[src/include/aadw_pkg.sv]
// Purpose: constants for the audio activity detect and wake block
// Assumes: 50 MHz core clock, byte-wide registers on a plain port
// Notes:   register offsets are page*128 + register number
package aadw_pkg;
  localparam int          ADDR_W          = 8;
  localparam int          DATA_W          = 8;
  localparam int          SAMP_W          = 16;
  // register offsets
  localparam logic [7:0]  OFS_DETECT_EN   = 8'h78;  // page 0, reg 120
  localparam logic [7:0]  OFS_ALERT_CFG   = 8'h9E;  // page 1, reg 30
  localparam logic [7:0]  OFS_STATUS      = 8'hA0;  // page 1, reg 32
  localparam logic [7:0]  OFS_VOICE_THR   = 8'hA1;
  localparam logic [7:0]  OFS_ULTRA_THR   = 8'hA2;
  localparam logic [7:0]  OFS_SOURCE_CFG  = 8'hA3;
  // field positions
  localparam int          VOICE_EN_BIT    = 2;
  localparam int          ULTRA_EN_BIT    = 3;
  localparam int          CHSEL_LSB       = 4;
  localparam int          MODE_LSB        = 6;
  // reset values
  localparam logic [7:0]  RST_DETECT_EN   = 8'h00;
  localparam logic [7:0]  RST_ALERT_CFG   = 8'h00;
  localparam logic [7:0]  RST_VOICE_THR   = 8'h20;
  localparam logic [7:0]  RST_ULTRA_THR   = 8'h10;
  localparam logic [7:0]  RST_SOURCE_CFG  = 8'h01;
  // detector timing
  localparam int          HOLD_SAMPLES    = 4;
  localparam logic [2:0]  HOLD_CNT        = 3'h4;
  localparam int          ENV_SHIFT       = 4;
  // alert modes
  typedef enum logic [1:0] {
    AADW_MODE_NONE = 2'b00,
    AADW_MODE_IRQ  = 2'b01,
    AADW_MODE_WAKE = 2'b10,
    AADW_MODE_RSVD = 2'b11
  } aadw_mode_t;
endpackage

[src/hdl/aadw_energy.sv]
// Purpose: envelope energy detector with hold count for one sample stream
// Assumes: samples arrive as one-cycle valid pulses
// Notes:   diff mode tracks sample-to-sample change, a high band proxy
`timescale 1ns/10ps
`default_nettype none
module aadw_energy
  import aadw_pkg::*;
(
  input  wire logic              core_clk_i,
  input  wire logic              rst_n_i,
  input  wire logic              run_i,
  input  wire logic              diff_i,
  input  wire logic [SAMP_W-1:0] samp_i,
  input  wire logic              samp_vld_i,
  input  wire logic [7:0]        thr_i,
  output logic                   hit_o
);
  logic [SAMP_W-1:0] prev;
  logic [SAMP_W-1:0] env;
  logic [SAMP_W-1:0] mag;
  logic [SAMP_W-1:0] diff_v;
  logic [2:0]        hold;

  // magnitude of a signed value
  function automatic logic [SAMP_W-1:0] absv(input logic [SAMP_W-1:0] v);
    absv = v[SAMP_W-1] ? SAMP_W'(~v + 1'b1) : v;
  endfunction

  // pick level or first difference
  always_comb
  begin
    diff_v = SAMP_W'(samp_i - prev);
    mag    = diff_i ? absv(diff_v) : absv(samp_i);
  end

  // leaky envelope, cleared while idle
  always_ff @(posedge core_clk_i or negedge rst_n_i)
  begin
    if (!rst_n_i)
    begin
      prev <= '0;
      env  <= '0;
    end
    else if (!run_i)
    begin
      prev <= '0;
      env  <= '0;
    end
    else if (samp_vld_i)
    begin
      prev <= samp_i;
      env  <= SAMP_W'(env - (env >> ENV_SHIFT) + (mag >> ENV_SHIFT));
    end
  end

  // hit after the envelope stays over threshold for a few samples
  always_ff @(posedge core_clk_i or negedge rst_n_i)
  begin
    if (!rst_n_i)
    begin
      hold  <= '0;
      hit_o <= 1'b0;
    end
    else if (!run_i)
    begin
      hold  <= '0;
      hit_o <= 1'b0;
    end
    else if (samp_vld_i)
    begin
      if (env[SAMP_W-2:SAMP_W-9] >= thr_i)
      begin
        hold  <= (hold == HOLD_CNT) ? hold : 3'(hold + 3'h1);
        hit_o <= (hold == HOLD_CNT);
      end
      else
      begin
        hold  <= '0;
        hit_o <= 1'b0;
      end
    end
    else
      hit_o <= 1'b0;
  end
endmodule // aadw_energy
`default_nettype wire

[src/hdl/aadw_top.sv]
// Purpose: low power activity detection control for the record path
// Assumes: sample streams synchronous to core_clk_i, valid as pulses
// Notes:   STATUS reads clear the sticky hit flags and the alert level;
//          a hit and a clear in one cycle leave the flag set
//          wake_o stands from the hit until record_done_i is seen,
//          record_start_o pulses once at that hit
//          alert mode 00 and 11 take no action, 01 alerts, 10 wakes
//          SOURCE_CFG bit 0 picks the digital mic path when set
`timescale 1ns/10ps
`default_nettype none
module aadw_top
  import aadw_pkg::*;
(
  input  wire logic              core_clk_i,
  input  wire logic              rst_n_i,
  input  wire logic [ADDR_W-1:0] addr_i,
  input  wire logic [DATA_W-1:0] wdata_i,
  input  wire logic              wr_i,
  input  wire logic              rd_i,
  output logic      [DATA_W-1:0] rdata_o,
  input  wire logic [SAMP_W-1:0] adc_samp_i [4],
  input  wire logic              adc_vld_i,
  input  wire logic [SAMP_W-1:0] pdm_samp_i [4],
  input  wire logic              pdm_vld_i,
  input  wire logic              record_done_i,
  output logic                   alert_o,
  output logic                   wake_o,
  output logic                   record_start_o
);
  logic [DATA_W-1:0] detect_en;
  logic [DATA_W-1:0] alert_cfg;
  logic [DATA_W-1:0] voice_thr;
  logic [DATA_W-1:0] ultra_thr;
  logic [DATA_W-1:0] source_cfg;
  logic              voice_flag;
  logic              ultra_flag;
  logic              voice_run;
  logic              ultra_run;
  logic [1:0]        chsel;
  aadw_mode_t        mode;
  logic [SAMP_W-1:0] sel_samp;
  logic              sel_vld;
  logic              voice_hit;
  logic              ultra_hit;
  logic              any_hit;
  logic              clr_stat;
  logic [DATA_W-1:0] next_rdata;
  logic              watching;
  logic              wake_hit;
  logic              irq_hit;

  typedef enum logic [1:0] {AADW_IDLE, AADW_WATCH, AADW_AWAKE} aadw_state_t;
  aadw_state_t state;

  // strobe qualified by an address match
  function automatic logic bus_hit(input logic              stb,
                                   input logic [ADDR_W-1:0] a,
                                   input logic [ADDR_W-1:0] ofs);
    bus_hit = stb && (a == ofs);
  endfunction

  // at least one detector enabled
  function automatic logic any_enabled(input logic [DATA_W-1:0] en);
    any_enabled = en[VOICE_EN_BIT] || en[ULTRA_EN_BIT];
  endfunction

  // register field decode
  always_comb
  begin
    chsel = alert_cfg[CHSEL_LSB +: 2];
    mode  = aadw_mode_t'(alert_cfg[MODE_LSB +: 2]);
  end

  // enable register: only the two detector enables are kept
  always_ff @(posedge core_clk_i or negedge rst_n_i)
  begin
    if (!rst_n_i)
      detect_en <= RST_DETECT_EN;
    else if (bus_hit(wr_i, addr_i, OFS_DETECT_EN))
      detect_en <= wdata_i & 8'h0C;
  end

  // alert mode and channel select, low nibble unused
  always_ff @(posedge core_clk_i or negedge rst_n_i)
  begin
    if (!rst_n_i)
      alert_cfg <= RST_ALERT_CFG;
    else if (bus_hit(wr_i, addr_i, OFS_ALERT_CFG))
      alert_cfg <= wdata_i & 8'hF0;
  end

  // voice detector threshold on the envelope
  always_ff @(posedge core_clk_i or negedge rst_n_i)
  begin
    if (!rst_n_i)
      voice_thr <= RST_VOICE_THR;
    else if (bus_hit(wr_i, addr_i, OFS_VOICE_THR))
      voice_thr <= wdata_i;
  end

  // ultrasonic detector threshold on the difference envelope
  always_ff @(posedge core_clk_i or negedge rst_n_i)
  begin
    if (!rst_n_i)
      ultra_thr <= RST_ULTRA_THR;
    else if (bus_hit(wr_i, addr_i, OFS_ULTRA_THR))
      ultra_thr <= wdata_i;
  end

  // sample source: bit 0 set picks the digital mic path
  always_ff @(posedge core_clk_i or negedge rst_n_i)
  begin
    if (!rst_n_i)
      source_cfg <= RST_SOURCE_CFG;
    else if (bus_hit(wr_i, addr_i, OFS_SOURCE_CFG))
      source_cfg <= wdata_i & 8'h01;
  end

  // source mux: analog or digital mic, one channel only
  always_comb
  begin
    if (source_cfg[0])
    begin
      sel_samp = pdm_samp_i[chsel];
      sel_vld  = pdm_vld_i;
    end
    else
    begin
      sel_samp = adc_samp_i[chsel];
      sel_vld  = adc_vld_i;
    end
  end

  // detectors run only while enabled and watching; a hit that lands
  // as the enables drop is ignored so no half-started wake is left
  always_comb
  begin
    watching  = (state == AADW_WATCH) && any_enabled(detect_en);
    voice_run = detect_en[VOICE_EN_BIT] && watching;
    ultra_run = detect_en[ULTRA_EN_BIT] && watching;
    any_hit   = voice_hit || ultra_hit;
    wake_hit  = watching && any_hit && (mode == AADW_MODE_WAKE);
    irq_hit   = watching && any_hit && (mode == AADW_MODE_IRQ);
    clr_stat  = bus_hit(rd_i, addr_i, OFS_STATUS);
  end

  aadw_energy u_voice (
    .core_clk_i (core_clk_i),
    .rst_n_i    (rst_n_i),
    .run_i      (voice_run),
    .diff_i     (1'b0),
    .samp_i     (sel_samp),
    .samp_vld_i (sel_vld),
    .thr_i      (voice_thr),
    .hit_o      (voice_hit)
  );

  aadw_energy u_ultra (
    .core_clk_i (core_clk_i),
    .rst_n_i    (rst_n_i),
    .run_i      (ultra_run),
    .diff_i     (1'b1),
    .samp_i     (sel_samp),
    .samp_vld_i (sel_vld),
    .thr_i      (ultra_thr),
    .hit_o      (ultra_hit)
  );

  // detection state: watch drops to idle when both enables are off; awake holds until record_done_i
  always_ff @(posedge core_clk_i or negedge rst_n_i)
  begin
    if (!rst_n_i)
      state <= AADW_IDLE;
    else
    begin
      case (state)
        AADW_IDLE:
        begin
          if (any_enabled(detect_en))
            state <= AADW_WATCH;
        end
        AADW_WATCH:
        begin
          if (!any_enabled(detect_en))
            state <= AADW_IDLE;
          else if (wake_hit)
            state <= AADW_AWAKE;
        end
        AADW_AWAKE:
        begin
          if (record_done_i)
            state <= AADW_IDLE;                       // recording finished
        end
        default:
          state <= AADW_IDLE;
      endcase
    end
  end

  // sticky hit flags, set wins over read clear
  always_ff @(posedge core_clk_i or negedge rst_n_i)
  begin
    if (!rst_n_i)
    begin
      voice_flag <= 1'b0;
      ultra_flag <= 1'b0;
    end
    else
    begin
      voice_flag <= voice_hit || (voice_flag && !clr_stat);
      ultra_flag <= ultra_hit || (ultra_flag && !clr_stat);
    end
  end

  // interrupt level, set wins over the status read clear
  always_ff @(posedge core_clk_i or negedge rst_n_i)
  begin
    if (!rst_n_i)
      alert_o <= 1'b0;
    else if (irq_hit)
      alert_o <= 1'b1;
    else if (clr_stat)
      alert_o <= 1'b0;
  end

  // one-cycle record start at the waking hit
  always_ff @(posedge core_clk_i or negedge rst_n_i)
  begin
    if (!rst_n_i)
      record_start_o <= 1'b0;
    else
      record_start_o <= wake_hit;
  end

  // wake level: drops in the same cycle as the awake state ends
  always_ff @(posedge core_clk_i or negedge rst_n_i)
  begin
    if (!rst_n_i)
      wake_o <= 1'b0;
    else
      wake_o <= wake_hit ||
                ((state == AADW_AWAKE) && !record_done_i);
  end

  // read mux
  always_comb
  begin
    case (addr_i)
      OFS_DETECT_EN:  next_rdata = detect_en;
      OFS_ALERT_CFG:  next_rdata = alert_cfg;
      OFS_STATUS:     next_rdata = {4'h0, state == AADW_AWAKE,
                                    state == AADW_WATCH,
                                    ultra_flag, voice_flag};
      OFS_VOICE_THR:  next_rdata = voice_thr;
      OFS_ULTRA_THR:  next_rdata = ultra_thr;
      OFS_SOURCE_CFG: next_rdata = source_cfg;
      default:        next_rdata = 8'h00;
    endcase
  end

  // read data one cycle after the strobe, zero otherwise
  always_ff @(posedge core_clk_i or negedge rst_n_i)
  begin
    if (!rst_n_i)
      rdata_o <= '0;
    else if (rd_i)
      rdata_o <= next_rdata;
    else
      rdata_o <= '0;
  end
endmodule // aadw_top
`default_nettype wire

[config.mk]
export PLATFORM = sky130hd
export DESIGN_NAME = aadw_top
export DESIGN_NICKNAME = d
export VERILOG_FILES = /design/src/include/aadw_pkg.sv /design/src/hdl/aadw_energy.sv /design/src/hdl/aadw_top.sv
export SDC_FILE = /design/constraint.sdc
export NUM_CORES = 1
export LEC_CHECK = 0
export ABC_AREA = 1
export BUFFER_PORTS_ARGS = -buffer_cell sky130_fd_sc_hd__buf_2
export CORE_ASPECT_RATIO = 1.4
export CORE_UTILIZATION = 60
export CTS_BUF_LIST = sky130_fd_sc_hd__clkbuf_8
export CTS_CLUSTER_DIAMETER = 120
export DETAILED_ROUTE_END_ITERATION = 7
export PLACE_DENSITY = 0.94
export RECOVER_POWER = 100
export SYNTH_ARGS = -nofsm -noshare
export SYNTH_HDL_FRONTEND = slang
export SYNTH_HIERARCHICAL = 1
export SYNTH_SLANG_ARGS = --single-unit
[constraint.sdc]
create_clock -name core_clk_i -period 6.05 [get_ports core_clk_i]
set_input_delay 0.3025 -clock core_clk_i [delete_from_list [all_inputs] [get_ports core_clk_i]]
set_output_delay 0.3025 -clock core_clk_i [all_outputs]
set_load 0.05 [all_outputs]
==> results.cfg <==
[run_status]
status = finished, violations left
violations = capacitance limit, slew limit

[setup_path]
critPathRequiredTime_ns = 6.34
end_kind = register
max_stage_delay_ns = 0.62
crit_top_cell = nand2_1
critPathArrivalTime_ns = 5.78
timing.rr.start = source_cfg[0]
worstSetupEndpoint = u_ultra/env[15]
rrSetupSlack_ns = 0.56
setup.worst_path.start = source_cfg[0]
worstSetupPathType = register to register
crit_slowest_cell = dfstp_1
critical_path.startpoint_type = register
timing.rr.end = u_ultra/env[15]
path_max_fanout = 17
reg2reg_depth = 31

[floorplanning]
die_w_um = 119
io_pins = 162
rows = 59
dieArea_um2 = 19800
die_y_um = 166
core_area_um2 = 18700
initial_core_util = 0.616

[flow_run]
maxCapViolCount = 2

[sta]
fin_skew_ns = 0.0254
post-route-period-util = 0.908
hold_slack_ns = 0.126
worst_slack_ns = 0.558
maxSlewViolCount = 113
final_hold_viol_count = 0
setup_viol = 0
fin_crit_ns = 5.49
slew_headroom = -0.726
tightest_slew_ns = 2.59
finalSetupTns_ns = 0
fmax_mhz = 182
rsz0062_at_grt = no

[place]
pre_cts_slack_ns = 0.413
placed_area_um2 = 12600
hpwl_um = 26400
gp_congestion = 0.995
io_buffers = 161

[drt]
antenna_left = 0
wirelength_um = 33600
avgRoutedWirePerCell_um = 15.3
drc_errors = 0
dr.pass1.iters = 6
vias = 12403
via_per_inst = 5.66
drtIter0Drc = 887

[yosys]
synth_commonest_cells = nand2_1, inv_1, nor2_1
synth_cell_types = 51
synth_top_area_cell = dfrtp_1
synthArstFlopShare = 1.00
ys.flop_type = dfrtp_1
yosysSeqAreaShare = 0.239
synth_seq_cells = 110
synth_edf_count = 0
synth_top_area_frac = 0.233
synthesis.area_um2 = 11500
yosys_warnings = 6
synth.avg_cell_area_um2 = 6.46
synth_area_leaders = dfrtp_1, nand2_1, inv_1
yosysMostFrequentCell = nand2_1
synthCells = 1783

[clocking]
clockRootBuffer = clkbuf_8
cts_buffers = 9
htreeDepth = 3
clock_path_buffers = 2
cts_tree = built
clk_pin_slew_worst_paths_ns = 0.12
clk_latency_ns = 0.42
clock_sinks = 110

[layout]
syn_to_final_growth_pct = 11.0
drive_gt1_frac = 0.134
final_area_um2 = 12800
fill_cells = 1608
num_antenna_cells = 0
nets = 2201

[power]
p_leak_nw = 7.02
p_per_area_nw_per_um2 = 447
max-vdd-ir-drop_mv = 0.434

[global_routing]
grt_pass1_wl_um = 54600
grt_use_total = 0.343
grt_max_degree = 70
overflow = 0
antenna_found_initial = 0
grt_pass1_vias = 11967

[hold_path]
min_path_type = input pin to register
## timing repair
action,in CTS,in global routing
buffers inserted,0,0
resized for setup,0,7
setup endpoints to repair,0,9
hold endpoints to repair,41,0
hold buffers,1,0
## cells by family after synthesis
group / share of synthesized area
xor+xnor: 0.0150
compound gates: 0.176
other cells: 0.000652
buf+inv: 0.117
fa+ha+maj: 0.134
flops: 0.239
simple gates: 0.317
## metal layers
metal,vias to the layer above,part of all wire,global-route usage
met4,0,0.054,0.207
li1,6034,-,-
met2,538,0.50,0.615
met3,123,0.061,0.0515
met5,-,0,0
met1,5708,0.38,0.377
## how the worst min path moves through the flow
stage	cells past startpoint	start	slack [ns]	endpoint
2_1_floorplan	0	rst_n_i	0.007	alert_cfg[4]
3_3_place_gp	1	rst_n_i	0.35	u_ultra/env[7]
3_5_place_dp	1	rst_n_i	0.35	u_ultra/env[12]
4_1_cts	3	wdata_i[4]	0.11	ultra_thr[4]
5_1_grt	3	wdata_i[4]	0.13	ultra_thr[4]
6_report	3	wdata_i[0]	0.13	ultra_thr[0]
## through the flow
step           total power [mW]   util  cells
2_1_floorplan              4.20      -   1791
3_3_place_gp               4.92  0.675   2174
3_5_place_dp               5.09  0.675   2174
4_1_cts                    5.63  0.687   2191
5_1_grt                    6.33  0.684   2191
6_report                   5.71  0.684   2191
## layout by cell type, fill, tap and decap left out, types with 3 or more instances in the layout
| cell | synthesis | layout |
|---|---|---|
| a21o_1 | 5 | 5 |
| a21oi_1 | 87 | 86 |
| a21oi_2 | 7 | 8 |
| a31oi_1 | 4 | 4 |
| buf_2 | 7 | 146 |
| buf_4 | 3 | 19 |
| clkbuf_1 | 24 | 15 |
| clkbuf_8 | 0 | 9 |
| conb_1 | 2 | 10 |
| dfrtp_1 | 107 | 105 |
| fa_1 | 26 | 26 |
| ha_1 | 82 | 82 |
| inv_1 | 290 | 291 |
| inv_2 | 5 | 4 |
| inv_8 | 0 | 3 |
| nand2_1 | 409 | 410 |
| nand2_2 | 22 | 22 |
| nand3_1 | 96 | 98 |
| nand3_2 | 10 | 8 |
| nand3_4 | 3 | 3 |
| nand3b_1 | 3 | 3 |
| nand4_1 | 22 | 22 |
| nor2_1 | 220 | 224 |
| nor2_2 | 12 | 11 |
| nor2_4 | 5 | 4 |
| nor3_1 | 13 | 14 |
| o21a_1 | 4 | 4 |
| o21ai_0 | 188 | 197 |
| o21ai_1 | 30 | 21 |
| o22ai_1 | 31 | 31 |
| o31ai_1 | 5 | 5 |
| or2_2 | 4 | 4 |
| xnor2_1 | 8 | 8 |
| xor2_1 | 8 | 8 |
## sequential cells by signal, indices dropped and copies added (netlist names)
name / count
alert_cfg: 4
alert_o: 1
u_voice/env: 16
state: 2
voice_thr: 8
u_ultra/hold: 3
voice_flag: 1
source_cfg: 1
detect_en: 2
ultra_thr: 8
record_start_o: 1
u_voice/hold: 3
u_ultra/prev: 16
u_voice/prev: 16
u_ultra/hit_o: 1
ultra_flag: 1
rdata_o: 8
u_ultra/env: 16
wake_o: 1
u_voice/hit_o: 1
## worst max-delay path, delay by kind of cell, from the launching register on
kind | cells | cell delay, ns
AO/OA/AOI/OAI | 4 | 0.54
XOR/XNOR | 1 | 0.20
adder cells (fa/ha/maj) | 3 | 1.25
buffers and inverters | 3 | 0.48
flip-flops | 1 | 0.62
AND/OR/NAND/NOR | 20 | 2.26
## power by group
group	internal, mW	switching (mW)
clock	0.206	0.315
sequential	0.925	0.152
combinational	1.51	2.60
total	2.65	3.07
## layout make-up
| type | count | area [um2] | area share |
|---|---|---|---|
| Multi-Input combinational cell | 1339 | 7390 | 0.578 |
| Inverter | 298 | 1120 | 0.0879 |
| Tap cell | 244 | 305 | 0.0239 |
| Clock buffer | 9 | 124 | 0.00970 |
| Clock inverter | 7 | 97.6 | 0.00764 |
| Sequential cell | 110 | 2760 | 0.216 |
| Timing Repair Buffer | 184 | 980 | 0.0767 |
No activity file was read; power rests on OpenSTA's default activity.
